===== src/hw/asap_pkg.sv =====
/*
 * constants, state and field layout of the addressed serial attenuator port.
 * assumes a single 20 MHz system clock; all serial pins arrive asynchronously.
 */
// Function
// - every write frame is sixteen bits
// - bits arrive least significant first
// - data byte precedes address byte
// - data bit 7 reserved, bits 6-0 value
// - address bits 2-0 chip, 7-4 register
// - strobe low opens frame, shifts only then
// - rising strobe compares chip id to straps
// - on match load byte at strobe fall
// - mismatch discards frame, registers unchanged
// - straps form binary id, strap2 msb
// - floating straps read binary 110
// - preset select pin switches attenuation three system clocks later
// - address 0 atten, 1 config, 2 preset
// - reset loads 7f atten/preset, config zero
// - config bit1 and pin select preset word
// - word bits weight 16 down to 0.25 dB
package asap_pkg;
   localparam int unsigned FRAME_BITS = 16;
   localparam int unsigned CNT_W = 5;
   localparam logic [3:0] REG_ATTEN = 4'h0;
   localparam logic [3:0] REG_CONFIG = 4'h1;
   localparam logic [3:0] REG_PRESET = 4'h2;
   localparam logic [7:0] ATTEN_RESET = 8'h7f;
   localparam logic [7:0] CONFIG_RESET = 8'h00;
   localparam logic [7:0] PRESET_RESET = 8'h7f;
   localparam int unsigned CFG_PRESET_EN_BIT = 1;
   localparam int unsigned CFG_POINTER_BIT = 0;
   localparam int unsigned ADDR_CHIP_LSB = 8;
   localparam int unsigned ADDR_RSV_BIT = 11;
   localparam int unsigned ADDR_REG_LSB = 12;
   localparam logic [2:0] STRAP_FLOAT_ID = 3'h6;
   typedef enum logic [2:0] {
      ASAP_IDLE = 3'b001,
      ASAP_SHIFT = 3'b010,
      ASAP_HELD = 3'b100
   } asap_state_t;
endpackage : asap_pkg


===== src/hw/asap_port.sv =====
/*
 * serial write port with chip addressing and register file of the attenuator.
 * assumes serial clock, data, strobe, straps and preset pin are asynchronous
 * and the serial clock is well below a quarter of the 20 MHz system clock.
 */
`timescale 1ns/1ns
`default_nettype none
module asap_port
   import asap_pkg::*;
(
   input wire logic MCLK_I,
   input wire logic RST_N_I,
   input wire logic SCLK_I,
   input wire logic SDATA_I,
   input wire logic LOAD_STROBE_I,
   input wire logic CHIP_STRAP_BIT0_I,
   input wire logic CHIP_STRAP_BIT1_I,
   input wire logic CHIP_STRAP_BIT2_I,
   input wire logic FAST_PRESET_SELECT_I,
   output logic [6:0] CORE_WORD_O,
   output logic [6:0] QUARTER_DB_O,
   output logic PRESET_ACTIVE_O,
   output logic [7:0] ATTEN_O,
   output logic [7:0] CONFIG_O,
   output logic [7:0] PRESET_LEVEL_O,
   output logic [2:0] CHIP_ID_O,
   output logic FRAME_DROP_O
);
   // ****************************************
   // pin synchronisers
   // ****************************************
   logic sclk;
   logic sdata;
   logic strobe;
   logic fsel;
   logic [2:0] strap;
   asap_sync #(.W(4), .INIT(4'h2)) u_sync_link (
      .clk_i(MCLK_I),
      .rst_n_i(RST_N_I),
      .d_i({SCLK_I, SDATA_I, LOAD_STROBE_I, FAST_PRESET_SELECT_I}),
      .q_o({sclk, sdata, strobe, fsel})
   );
   asap_sync #(.W(3), .INIT(STRAP_FLOAT_ID)) u_sync_strap (
      .clk_i(MCLK_I),
      .rst_n_i(RST_N_I),
      .d_i({CHIP_STRAP_BIT2_I, CHIP_STRAP_BIT1_I, CHIP_STRAP_BIT0_I}),
      .q_o(strap)
   );

   // ****************************************
   // state
   // ****************************************
   typedef struct packed {
      asap_state_t st;
      logic sclk_d;
      logic strobe_d;
      logic [15:0] shreg;
      logic [CNT_W-1:0] cnt;
      logic match;
      logic [3:0] tgt;
      logic [7:0] payload;
      logic [7:0] atten;
      logic [7:0] cfg;
      logic [7:0] preset;
      logic drop;
   } asap_port_t;
   asap_port_t r;
   asap_port_t next_r;

   function automatic logic id_match(input logic [15:0] f, input logic [2:0] id);
      id_match = (f[ADDR_CHIP_LSB +: 3] == id) && !f[ADDR_RSV_BIT];
   endfunction : id_match

   // ****************************************
   // frame receive and register load
   // ****************************************
   always_comb begin
      next_r = r;
      next_r.sclk_d = sclk;
      next_r.strobe_d = strobe;
      next_r.drop = 1'b0;
      case (r.st)
         ASAP_IDLE: begin
            if (r.strobe_d && !strobe) begin
               next_r.st = ASAP_SHIFT;
               next_r.cnt = '0;
            end
         end
         ASAP_SHIFT: begin
            if (strobe) begin
               if (r.cnt == CNT_W'(FRAME_BITS)) begin
                  next_r.match = id_match(r.shreg, strap);
                  next_r.tgt = r.shreg[ADDR_REG_LSB +: 4];
                  next_r.payload = r.shreg[7:0];
                  next_r.st = ASAP_HELD;
               end else begin
                  next_r.drop = 1'b1;
                  next_r.st = ASAP_IDLE;
               end
            end else if (sclk && !r.sclk_d) begin
               next_r.shreg = {sdata, r.shreg[15:1]};
               if (r.cnt != CNT_W'(FRAME_BITS + 1)) begin
                  next_r.cnt = r.cnt + CNT_W'(1);
               end
            end
         end
         ASAP_HELD: begin
            if (!strobe) begin
               next_r.st = ASAP_SHIFT;
               next_r.cnt = '0;
               if (r.match) begin
                  case (r.tgt)
                     REG_ATTEN: next_r.atten = r.payload;
                     REG_CONFIG: next_r.cfg = r.payload;
                     REG_PRESET: next_r.preset = r.payload;
                     default: next_r.drop = 1'b1;
                  endcase
               end else begin
                  next_r.drop = 1'b1;
               end
            end
         end
         default: begin
            next_r.st = ASAP_IDLE;
         end
      endcase
   end

   always_ff @(posedge MCLK_I) begin
      if (!RST_N_I) begin
         r <= '{st: ASAP_IDLE, sclk_d: 1'b0, strobe_d: 1'b1, shreg: 16'h0000,
                cnt: '0, match: 1'b0, tgt: 4'h0, payload: 8'h00,
                atten: ATTEN_RESET, cfg: CONFIG_RESET, preset: PRESET_RESET,
                drop: 1'b0};
      end else begin
         r <= next_r;
      end
   end

   // ****************************************
   // core word selection
   // ****************************************
   asap_core_sel u_sel (
      .clk_i(MCLK_I),
      .rst_n_i(RST_N_I),
      .atten_i(r.atten),
      .config_i(r.cfg),
      .preset_i(r.preset),
      .preset_sel_i(fsel),
      .core_word_o(CORE_WORD_O),
      .quarter_db_o(QUARTER_DB_O),
      .preset_active_o(PRESET_ACTIVE_O)
   );

   assign ATTEN_O = r.atten;
   assign CONFIG_O = r.cfg;
   assign PRESET_LEVEL_O = r.preset;
   assign CHIP_ID_O = strap;
   assign FRAME_DROP_O = r.drop;
endmodule : asap_port
`default_nettype wire


===== src/hw/asap_sync.sv =====
/*
 * two flip-flop synchroniser for a bus of asynchronous pins.
 * assumes one clock; first stage is read only by the second.
 */
`timescale 1ns/1ns
`default_nettype none
module asap_sync #(
   parameter int unsigned W = 1,
   parameter logic [W-1:0] INIT = '0
) (
   input wire logic clk_i,
   input wire logic rst_n_i,
   input wire logic [W-1:0] d_i,
   output logic [W-1:0] q_o
);
   typedef struct packed {
      logic [W-1:0] s1;
      logic [W-1:0] s2;
   } asap_sync_t;
   asap_sync_t r;
   asap_sync_t next_r;
   always_comb begin
      next_r.s1 = d_i;
      next_r.s2 = r.s1;
   end
   always_ff @(posedge clk_i) begin
      if (!rst_n_i) begin
         r <= '{s1: INIT, s2: INIT};
      end else begin
         r <= next_r;
      end
   end
   assign q_o = r.s2;
endmodule : asap_sync
`default_nettype wire


===== src/hw/asap_core_sel.sv =====
/*
 * selects the word driving the attenuator core and decodes it to quarter-dB steps.
 * assumes registered inputs on the same clock.
 */
`timescale 1ns/1ns
`default_nettype none
module asap_core_sel
   import asap_pkg::*;
(
   input wire logic clk_i,
   input wire logic rst_n_i,
   input wire logic [7:0] atten_i,
   input wire logic [7:0] config_i,
   input wire logic [7:0] preset_i,
   input wire logic preset_sel_i,
   output logic [6:0] core_word_o,
   output logic [6:0] quarter_db_o,
   output logic preset_active_o
);
   typedef struct packed {
      logic [6:0] word;
      logic [6:0] qdb;
      logic act;
   } asap_sel_t;
   asap_sel_t r;
   asap_sel_t next_r;
   always_comb begin
      next_r.act = config_i[CFG_PRESET_EN_BIT] & preset_sel_i;
      next_r.word = next_r.act ? preset_i[6:0] : atten_i[6:0];
      next_r.qdb = next_r.word;
   end
   always_ff @(posedge clk_i) begin
      if (!rst_n_i) begin
         r <= '{word: ATTEN_RESET[6:0], qdb: ATTEN_RESET[6:0], act: 1'b0};
      end else begin
         r <= next_r;
      end
   end
   assign core_word_o = r.word;
   assign quarter_db_o = r.qdb;
   assign preset_active_o = r.act;
endmodule : asap_core_sel
`default_nettype wire


===== config.mk =====
export PLATFORM = sky130hd
export DESIGN_NAME = asap_port
export DESIGN_NICKNAME = d
export VERILOG_FILES = /design/src/hw/asap_pkg.sv /design/src/hw/asap_port.sv /design/src/hw/asap_sync.sv /design/src/hw/asap_core_sel.sv
export SDC_FILE = /design/constraint.sdc
export NUM_CORES = 1
export LEC_CHECK = 0
export BUFFER_PORTS_ARGS = -buffer_cell sky130_fd_sc_hd__buf_2
export CORE_ASPECT_RATIO = 0.5
export CORE_MARGIN = 2
export CORE_UTILIZATION = 50
export DETAILED_ROUTE_END_ITERATION = 10
export PLACE_DENSITY_LB_ADDON = 0.2
export REMOVE_ABC_BUFFERS = 1
export SLEW_MARGIN = 30
export SYNTH_ARGS = -nofsm -noshare
export SYNTH_HDL_FRONTEND = slang
export SYNTH_HIERARCHICAL = 1
export SYNTH_SLANG_ARGS = --single-unit

===== constraint.sdc =====
create_clock -name MCLK_I -period 4.75 [get_ports MCLK_I]
set_input_delay 0.7125 -clock MCLK_I [delete_from_list [all_inputs] [get_ports MCLK_I]]
set_output_delay 0.7125 -clock MCLK_I [all_outputs]
set_load 0.05 [all_outputs]

Yosys cells after proc, flatten, opt, wreduce, memory -nomap -nowiden. Index checks and enable logic that the tools add are counted.

Flip-flop bits (word level): 86. Input port bits: 9. Output and inout bits: 43. Logic and storage cells: 69.

Reduce and logical (&&, ||, !) cells: 16. Equality and inequality tests: 14. Mux-type cells: 18. Bitwise logic cells: 2. $add $sub $neg: 1.

Operators with widths (number): 5-bit two-way mux (5); 5-bit case mux with 3 select lines (1); 3-bit two-way mux (4); 4-bit AND reduction (3); 2-bit inequality test (second input constant) (5); 3-bit case mux with 3 select lines (1); 3-bit AND reduction (3); 7-bit two-way mux (1); 6-bit AND reduction (1); 5-bit by 1-bit adder with 5-bit output (second input constant) (1); 5-bit equality test (second input constant) (1); 1-bit two-way mux (5); 5-bit inequality test (second input constant) (1); 4-bit by 1-bit equality test with 1-bit output (second input constant) (1); 4-bit by 2-bit equality test with 1-bit output (second input constant) (1); 4-bit logical NOT (1); 3-bit by 1-bit equality test with 1-bit output (second input constant) (1); 3-bit by 2-bit equality test with 1-bit output (second input constant) (1); 3-bit equality test (1); 3-bit equality test (second input constant) (1); 1-bit logical AND (3); 1-bit logical NOT (3); 3-bit nonzero test (1); 3-bit OR reduction (1); 4 further kinds (4).

Depth between registers and ports, before layout. Gate-level depths: netlist of the first run.

Depth in word-level cells: 6. Mapped depth: 8. Depth with buffers taken out: 6.

Hierarchy. Netlist of the first run, hierarchy kept.

Modules (own cells, without submodules): asap_port (instances 1, seq. area each 1281.2 um^2, cells an instance 307, area an instance 2771.4 um^2); asap_core_sel (instances 1, seq. area each 160.2 um^2, cells an instance 42, area an instance 412.9 um^2); asap_sync at u_sync_link (instances 1, seq. area each 160.2 um^2, cells an instance 16, area an instance 210.2 um^2); asap_sync at u_sync_strap (instances 1, seq. area each 120.1 um^2, cells an instance 12, area an instance 157.7 um^2).

Worst setup path before layout of the first run. Ideal clock, no wire load.

Kind: register to register. Start point: register r[63] in the netlist's numbering. End point: register r[37] in the netlist's numbering. Stages on the path, launching flop included: 8. Data required time: 4.680 ns. Clock period less this slack: 1.952 ns. Arrival: 1.881 ns. Path slack: 2.798 ns. Library setup time: 0.070 ns. Buffers on the path: 3. Cells stage by stage: dfxtp_1 > buf_6 > nand2b_4 > buf_6 > or4_4 > buf_6 > or4_1 > a21oi_1.

Word-level cells in the longest chain between the ends: 2.

Ends and longest elaborated chain: start: declaration (line asap_port.sv:67) `asap_port_t r;`; start signal: assignment (line asap_port.sv:131) `r <= '{st: ASAP_IDLE, sclk_d: 1'b0, strobe_d: 1'b1, shreg: 16'h0000,`; start signal: assignment (line asap_port.sv:136) `r <= next_r;`; 3-bit by 2-bit equality test with 1-bit output (line asap_port.sv:82) `case (r.st)`; 3-bit AND reduction (no source line).

No other way between the ends. A chain may end at the register's enable or synchronous reset.

Final worst setup path of the first run.
Start point: register r[61] in the netlist's numbering. End point: register r[38] in the netlist's numbering.

Word-level cells in the longest chain between the ends: 3. Elaborated cells on any way between the ends: 11. Those cells by class: eq/ne (8); mux (1); reduce/logical (2).

Ends and longest elaborated chain (line): 3-bit by 2-bit equality test with 1-bit output (tied with other cells) (asap_port.sv:82); 2-bit inequality test (no source line) / 3-bit nonzero test (equally long branches); 6-bit AND reduction (no source line).

Parallel ways exist; a longest one is shown, timed or not.

==> impl_metrics.yaml, run 1 <==
run_status:
  status: "finished clean"
global_route:
  grt_usage: 0.183
  antenna_found_initial: 0
  grt_pass1_vias: 2387
  grt_pass1_wl_mm: 11.1
  overflow: 0
  grt_max_degree: 50
power:
  seqPwrFrac: 0.498
  p_switching_mw: 0.295
  p_int_mw: 1.18
  vdd_drop_max_mv: 0.218
  p_clk_frac: 0.481
  p_leak_nw: 1.66
  swShare: 0.201
  power.density_mw_per_mm2: 378
  pwr-share-comb: 0.021
detailed_routing:
  num_vias: 2470
  drt-total-wl_mm: 6.44
  ant_nets: 0
  vias_per_cell: 5.10
  drc: 0
  first_iter_violations: 158
  drtPass1Iterations: 4
  wl_per_cell_um: 13.3
layout:
  area_growth_pct: 9.51
  antenna_cells: 0
  final_cells: 484
  layout-drive-gt1-share: 0.212
  nNetsFinal: 399
place:
  port_buffers: 51
  dp_hpwl_mm: 4.37
  place.gp.congestion: 0.773
  dpl.cell_count: 468
synthesis:
  synth_cells: 377
  synth_ff_type: "dfxtp_1"
  synth_edf_count: 0
  synth_seq_area_share: 0.485
  yosysWarnings: 6
  synth.area.top_cells: "dfxtp_1 (48%), mux2i_1 (9.6%), buf_4 (6.8%), nand2_1 (6.2%), a21oi_1 (2.8%)"
  synth_top_area_share: 0.485
  syn_avg_cell_area_sq_um: 9.42
  synth-async-reset-ratio: 0
  synth_top_area_cell: "dfxtp_1"
  ys_seq_elements: 86
  syn_area_sq_mm: 0.00355
  ys_types: 46
setup_path:
  reg2reg_from: "r[61]"
  r2r_setup_slack_ns: 2.45
  reg2regPathDepth: 4
  start_kind: "flop"
  critPathKind: "flop to flop"
  cp-end-kind: "flop"
  worstPathArrival_ns: 2.49
  regToRegEndpoint: "r[38]"
  cp.required_ns: 4.94
  critPathMaxFanout: 11
timing:
  clock.fmax_ghz: 0.435
  period_share: 0.484
  rsz0062_at_grt: "false"
  tightest_slew_ns: 0.677
  maxSlewViolCount: 0
  finalHoldViolCount: 0
  tns_ns: 0
  clock_skew_ns: 0.00748
  fin_crit_ns: 2.30
  slew_headroom: 0.546
  setup_viol: 0
floorplanning:
  initial_core_util: 0.524
  die_area_sq_mm: 0.00784
  die_x_um: 123
  die_height_um: 63.6
  core_region_area_sq_mm: 0.00678
  fp-row-count: 21
  io_pins: 52
worst_hold_path:
  worstHoldStart: "u_sync_strap/next_r[1]"
  min_to: "u_sync_strap/q_o[1]"
  holdCritPathClass: "flop to flop"
  hold_depth: 1
cts:
  cts_tree: "done"
  cts_root_buffer: "clkbuf_16"
  hold_buffers: 0
  clkSlewWorstSetupHoldPaths_ns: 0.06
  clockBufferDepth: 2
  cts-resized-gates: 0
  htree_num_levels: 3
  numCtsBuffers: 9
  postCtsSetupBuffers: 0
  insertion_delay_ns: 0.33
  cts.sinks: 86
job:
  drv_cap: 0
through the flow:
step / util / worst slack (ns) / power, mW / hold WS [ns] / cell area [sq um]
finish: 0.574 / 2.45 / 1.47 / 0.406 / 3890
floorplan: - / 2.10 / 0.764 / 0.386 / 3180
global route: 0.574 / 2.31 / 1.53 / 0.432 / 3890
global placement: 0.528 / 2.39 / 0.779 / 0.391 / 3580
detailed placement: 0.528 / 2.44 / 0.780 / 0.397 / 3580
CTS: 0.573 / 2.40 / 1.49 / 0.411 / 3890
area by class of cell:
cell class,count,area (sq um)
fillers,623,2890
flip-flops and latches,86,1720
multi-input cells,225,1430
repair buffers,53,270
clock buffers,12,256
well taps,92,115
clock inverters,4,55.1
inverters,12,45.0
per-layer routing:
metal / global-route usage / share of wire / up-vias
met3: 0.0761 / 0.043 / 4
li1: - / - / 1255
met1: 0.228 / 0.48 / 1164
met2: 0.282 / 0.47 / 47
met5: 0 / 0 / -
met4: 0.0682 / 0.0068 / 0
worst max path at each step:
stage,startpoint,endpoint,depth (start not counted),slack (ns)
6_report,r[61],r[38],4,2.45
5_1_grt,r[61],r[38],4,2.31
4_1_cts,r[61],r[56],4,2.40
3_5_place_dp,r[61],r[47],4,2.44
3_3_place_gp,RST_N_I,r[38],4,2.39
2_1_floorplan,r[63],ATTEN_O[0],4,2.10
registers in the layout, summed over array words and instances, names as in the netlist:
register and cells:
r 39, u_sel/preset_active_o 1, u_sync_strap/next_r 3, u_sync_strap/q_o 3
u_sync_link/q_o 4, FRAME_DROP_O 1, ATTEN_O 8, CONFIG_O 8
PRESET_LEVEL_O 8, u_sel/quarter_db_o 7, u_sync_link/next_r 4
cells in the final DEF, fill, tap and decap left out, drive strengths merged, types with 5 or more instances in the layout:
cell type	instances
inv	12
o21ai	5
and2	10
nand2b	10
nand2	59
buf	53
clkbuf	12
dfxtp	86
mux2i	34
o211ai	7
nor2	25
a21oi	20
nand3	12
worst max-delay path, stage by stage, from the launching register on:
cell and delay (ns):
dfxtp_1 0.42, or4b_1 0.68, o32ai_1 0.57, a21boi_0 0.38, o32ai_1 0.12
cell families (layout without fill, tap and decap cells):
family / after synthesis / after routing / synth area share
AOI/OAI and AO/OA: 47 / 47 / 0.0923
xor gates and xnor gates: 4 / 4 / 0.00986
adders and majority gates: 3 / 3 / 0.0106
buffers and inverters: 66 / 81 / 0.116
DFF: 86 / 86 / 0.485
muxes: 34 / 34 / 0.0958
and+or+nand+nor: 137 / 137 / 0.191
synth_stat cells (2+ instances only):
cell and count:
nor4b_1 3, buf_2 5, o21ai_0 5, a21oi_1 20, xnor2_1 3, o211ai_2 7
nand4b_1 2, a41oi_1 2, and2_1 9, o32ai_1 2, mux2i_1 34, nor2_1 25
nand2_1 59, a31oi_1 3, nor3_1 3, nand3_1 12, buf_4 32, nand2b_1 9
dfxtp_1 86, nor2b_1 2, inv_1 12, clkbuf_1 11, ha_1 3, nand3b_1 2
buf_6 5
power groups by stage:
stage	clock (mW)	sequential, mW	combinational [mW]
floorplan	0	0.751	0.0135
global placement	0	0.748	0.0305
detailed placement	0	0.748	0.0313
CTS	0.721	0.732	0.0314
global route	0.758	0.733	0.0350
finish	0.707	0.732	0.0311
Power figures use the tool's default switching activity.
==> inputs of run 2 (changes only) <==
--- a/config.mk
+++ b/config.mk
@@ -5,6 +5,7 @@
 export SDC_FILE = /design/constraint.sdc
 export NUM_CORES = 1
 export LEC_CHECK = 0
+export ABC_AREA = 1
 export BUFFER_PORTS_ARGS = -buffer_cell sky130_fd_sc_hd__buf_2
 export CORE_ASPECT_RATIO = 0.5
 export CORE_MARGIN = 2
==> constraint.sdc (replaced) <==
create_clock -name MCLK_I -period 1.9 [get_ports MCLK_I]
set_input_delay 0.285 -clock MCLK_I [delete_from_list [all_inputs] [get_ports MCLK_I]]
set_output_delay 0.285 -clock MCLK_I [all_outputs]
set_load 0.05 [all_outputs]
==> run 2 against run 1 <==
Combinational power rose to 12 times the previous value; non-clock buffer count grew 3; area after synthesis is 1.0% higher; die area grew 0.97%; clock power increased by 140%; core utilization rose by 0.88 points; routed wire length is 5.2% lower; largest cell class unchanged.
==> impl_metrics.yaml, run 2 <==
setup_path:
  cp.required_ns: 2.17
  slowest_delay_ns: 0.35
  start_kind: "flop"
  crit_family: "buffers and inverters"
  critPathKind: "flop to flop"
  worstPathArrival_ns: 1.74
  cp-end-kind: "flop"
  critPathMaxFanout: 16
  crit_path_top_delay_cell: "dfxtp_1"
  crit_buf_inv: 3
  worstPathCellList: "inv_1 -> ha_1 -> nand3_1 -> inv_2 -> nand3_4 -> inv_2 -> nand3_1 -> a21oi_1"
timing:
  fin_crit_ns: 1.47
  clock.fmax_ghz: 0.679
  finalHoldViolCount: 0
  tns_ns: 0
  slew_headroom: 0.753
  maxSlewViolCount: 0
  setup_viol: 0
  period_share: 0.775
  clock_skew_ns: 0.00727
  tightest_slew_ns: 0.370
  rsz0062_at_grt: "false"
  whs_ns: 0.109
detailed_routing:
  drt-total-wl_mm: 6.10
  first_iter_violations: 153
  ant_nets: 0
  num_vias: 2663
  wl_per_cell_um: 10.7
  drtPass1Iterations: 4
  vias_per_cell: 4.68
  drc: 0
layout:
  antenna_cells: 0
  registers.top_by_ff_count: "r"
  final_common_cell: "nor2_1"
  num-fill-cells: 651
  largest_reg_flops: 39
  final_cell_mix: "nor2_1 (87), dfxtp_1 (86), nand2_1 (67)"
  layout-drive-gt1-share: 0.252
  area_growth_pct: 10.5
  nNetsFinal: 484
floorplanning:
  die_area_sq_mm: 0.00791
  die_height_um: 63.9
  die_x_um: 124
  io_pins: 52
  initial_core_util: 0.527
  core_region_area_sq_mm: 0.00681
  fp-row-count: 21
cts:
  cts.sinks: 86
  numCtsBuffers: 9
  insertion_delay_ns: 0.34
  postCtsSetupBuffers: 0
  htree_num_levels: 3
  cts-resized-gates: 0
  cts_root_buffer: "clkbuf_16"
  cts_tree: "done"
  clkSlewWorstSetupHoldPaths_ns: 0.06
  clockBufferDepth: 2
  hold_buffers: 0
global_route:
  grt_pass1_wl_mm: 10.5
  grt_pass1_vias: 2341
  grt_max_degree: 24
  antenna_found_initial: 0
  grt_usage: 0.170
  overflow: 0
synthesis:
  ys_types: 30
  synth_ff_type: "dfxtp_1"
  synth_top_area_share: 0.480
  ys_seq_elements: 86
  synth_seq_area_share: 0.480
  syn_area_sq_mm: 0.00359
  synth_cells: 451
  yosysWarnings: 6
  syn_avg_cell_area_sq_um: 7.96
  synth.area.top_cells: "dfxtp_1 (48%), nor2_1 (9.1%), nand2_1 (7.0%), buf_4 (6.9%), nand3_1 (4.2%)"
  synth_edf_count: 0
  synth-async-reset-ratio: 0
  synth_top_area_cell: "dfxtp_1"
  yosys-top-cells-count: "nor2_1 (87), dfxtp_1 (86), nand2_1 (67)"
  synth.most_common_cell: "nor2_1"
place:
  dp_hpwl_mm: 4.33
  port_buffers: 51
  place.gp.congestion: 0.815
power:
  vdd_drop_max_mv: 0.481
  p_leak_nw: 1.82
  power.density_mw_per_mm2: 1020
  p_total_mw: 4.03
run_status:
  status: "finished clean"
job:
  drv_cap: 0
worst_hold_path:
  holdCritPathClass: "input port to flop"
-- run 2: cell count changes after synthesis, moves of 7 or more --
cell      previous run  this run
nand3_1             12        30
a21oi_1             20         9
mux2i_1             34         0
o211ai_2             7         0
o21ai_0              5        24
inv_2                0        14
nand3_2              0        10
and2_1               9         0
nand2b_1             9         0
nand2_1             59        67
nand2_2              0        11
o21ai_1              0        17
inv_1               12        27
nor2_1              25        87
-- run 2: path summary, 6_finish.rpt --
kind                            slack [ns]  depth (start not counted)                   from               endpoint
worst max-delay path                  0.43                          8                  r[38]                  r[37]
worst min register to register        0.40                          2  u_sync_link/next_r[1]     u_sync_link/q_o[1]
worst min-delay path                  0.11                          3          LOAD_STROBE_I  u_sync_link/next_r[1]
worst max register to register        0.43                          8                  r[38]                  r[37]
-- run 2: power breakdown --
part | internal, mW | switching [mW] | total [mW]
sequential | 1.86 | 0.0501 | 1.91
combinational | 0.126 | 0.253 | 0.379
clock | 1.02 | 0.716 | 1.73
-- run 2: metal layers --
layer | GRT usage | vias to the layer above | routed length [um]
met2 | 0.258 | 56 | 2550
met4 | 0.0810 | 0 | 97
met5 | 0 | - | 0
li1 | - | 1432 | -
met1 | 0.217 | 1168 | 3130
met3 | 0.0563 | 7 | 329
-- run 2: cell type report --
class	count	area (sq um)	area share
well taps	92	115	0.0290
inverters	42	160	0.0404
clock buffers	9	225	0.0568
clock inverters	7	72.6	0.0183
multi-input cells	277	1380	0.347
repair buffers	56	293	0.0738
flip-flops and latches	86	1720	0.434
-- run 2: worst min-delay path, stage by stage --
cell and delay, ns:
buf_2 0.07, inv_1 0.03, nand2_1 0.04
-- run 2: through the flow --
step | cells | utilization | worst slack (ns) | instance area (sq um)
2_1_floorplan | 405 | - | 0.616 | 3260
3_3_place_gp | 553 | 0.539 | 0.482 | 3670
3_5_place_dp | 553 | 0.539 | 0.442 | 3670
4_1_cts | 569 | 0.583 | 0.430 | 3970
5_1_grt | 569 | 0.583 | 0.262 | 3970
6_report | 569 | 0.583 | 0.428 | 3970
-- run 2: cells by family after synthesis --
kind of cell,count (synthesis),share of synthesized area
and+or+nand+nor,219,0.293
buffers and inverters,88,0.136
DFF,86,0.480
AOI/OAI and AO/OA,53,0.0757
adders and majority gates,3,0.0105
xor gates and xnor gates,2,0.00488
==> inputs of run 3 (changes only) <==
==> constraint.sdc (replaced) <==
create_clock -name MCLK_I -period 1.4 [get_ports MCLK_I]
set_input_delay 0.21 -clock MCLK_I [delete_from_list [all_inputs] [get_ports MCLK_I]]
set_output_delay 0.21 -clock MCLK_I [all_outputs]
set_load 0.05 [all_outputs]
==> run 3 against run 2 <==
Clock power up 26%; sequential power up 36%; final cell count up 2.6%; non-clock buffer count up 13; sequential share of layout area down 2.0 points; final area up 5.2%; die area unchanged; combinational power up 74%; routed wire length up 7.4%; fmax up 10%; worst hold slack worse by 0.064 ns; highest routed layer unchanged.
==> impl_metrics.yaml, run 3 (synthesized netlist as in run 2, its figures left out) <==
place:
  port_buffers: 51
  place_area_sq_mm: 0.00375
  dp_slack_ns: -0.0163
  place.gp.congestion: 0.799
  dpl.cell_count: 561
  dp_hpwl_mm: 4.42
layout:
  antenna_cells: 0
  final_common_cell: "nor2_1"
  multi_input_area_sq_mm: 0.00145
  finalCoreUtilization: 0.613
  registers.top_by_ff_count: "r"
  final_area_sq_mm: 0.00417
  final_cell_mix: "nor2_1 (85), dfxtp_1 (82), nand2_1 (66)"
  area_growth_pct: 16.2
  final_cells: 584
  nNetsFinal: 500
  register_area_sq_mm: 0.00173
  largest_reg_flops: 39
  num-fill-cells: 625
  layout-drive-gt1-share: 0.303
floorplanning:
  core_region_area_sq_mm: 0.00681
  die_area_sq_mm: 0.00791
  fp-row-count: 21
  die_x_um: 124
  io_pins: 52
  initial_core_util: 0.527
  die_height_um: 63.9
timing:
  slew_headroom: 0.747
  setup_viol: 0
  setup_slack_ns: 0.0638
  clock_skew_ns: 0.00497
  rsz0062_at_grt: "true"
  maxSlewViolCount: 0
  tightest_slew_ns: 0.379
  clock.fmax_ghz: 0.748
  whs_ns: 0.0458
  fin_crit_ns: 1.34
  period_share: 0.954
  finalHoldViolCount: 0
  tns_ns: 0
global_route:
  grt_pass1_vias: 2455
  grt_pass1_wl_mm: 10.8
  grt_usage: 0.175
  overflow: 0
  grt_max_degree: 38
  antenna_found_initial: 0
cts:
  insertion_delay_ns: 0.33
  cts_tree: "done"
  cts_root_buffer: "clkbuf_16"
  cts.sinks: 86
  clockBufferDepth: 2
  numCtsBuffers: 9
  clkSlewWorstSetupHoldPaths_ns: 0.06
  htree_num_levels: 3
detailed_routing:
  ant_nets: 0
  drc: 0
  vias_per_cell: 4.74
  num_vias: 2770
  wl_per_cell_um: 11.2
  drt-total-wl_mm: 6.56
  drtPass1Iterations: 4
  first_iter_violations: 188
power:
  vdd_drop_max_mv: 0.589
  power.density_mw_per_mm2: 1300
  p_leak_nw: 1.90
  p_total_mw: 5.44
setup_path:
  worstPathArrival_ns: 1.60
  critPathMaxFanout: 6
  critPathKind: "flop to flop"
  cp-end-kind: "flop"
  cp.required_ns: 1.66
  start_kind: "flop"
  reg2regPathDepth: 8
job:
  drv_cap: 0
run_status:
  status: "finished clean"
worst_hold_path:
  holdCritPathClass: "input port to flop"
  hold_depth: 3
## run 3: cell count changes in the layout (fill, tap and decap cells not counted), sizes merged
| cell | before | now |
|---|---|---|
| buf | 56 | 69 |
| bufinv | 1 | 0 |
| clkbuf | 9 | 12 |
| clkinv | 3 | 2 |
| inv | 43 | 42 |
| nand3 | 43 | 45 |
## run 3: cell type report
| cell class | instances | area share |
|---|---|---|
| Inverter | 42 | 0.0420 |
| Timing Repair Buffer | 69 | 0.100 |
| Tap cell | 92 | 0.0276 |
| Clock inverter | 3 | 0.00480 |
| Multi-Input combinational cell | 279 | 0.348 |
| Timing Repair inverter | 1 | 0.00150 |
| Sequential cell | 86 | 0.414 |
| Clock buffer | 12 | 0.0615 |
## run 3: worst paths after layout
| path | startpoint | to | slack [ns] |
|---|---|---|---|
| setup / recovery | r[38] | r[37] | 0.06 |
| hold / removal | CHIP_STRAP_BIT2_I | u_sync_strap/next_r[2] | 0.05 |
| setup reg to reg | r[38] | r[37] | 0.06 |
| hold reg to reg | u_sync_link/next_r[1] | u_sync_link/q_o[1] | 0.40 |
## run 3: critical path, stage by stage (launching register included)
cell	delay, ns
dfxtp_1	0.32
inv_1	0.07
ha_1	0.16
nand3_2	0.10
inv_2	0.15
nand3_4	0.16
inv_8	0.11
nand3_1	0.06
a21oi_1	0.13
## run 3: timing repair
action | in CTS | in global routing
pin swaps | 0 | 5
endpoints found under the setup margin | 2 | 35
gates resized for setup | 2 | 30
cloned | 0 | 3
hold buffers | 0 | 0
buffers inserted | 0 | 5
## run 3: layer usage
metal	vias up	wire length [um]	track usage
met5	-	0	0
met4	0	82	0.0682
met3	8	391	0.0598
met2	61	2960	0.289
met1	1224	3130	0.211
li1	1477	-	-
## run 3: where the power goes
group          internal (mW)  leakage, nW  switching [mW]
clock network           1.28        0.131           0.895
logic                  0.235         1.07           0.424
registers               2.53        0.699          0.0645
total                   4.05         1.90            1.38
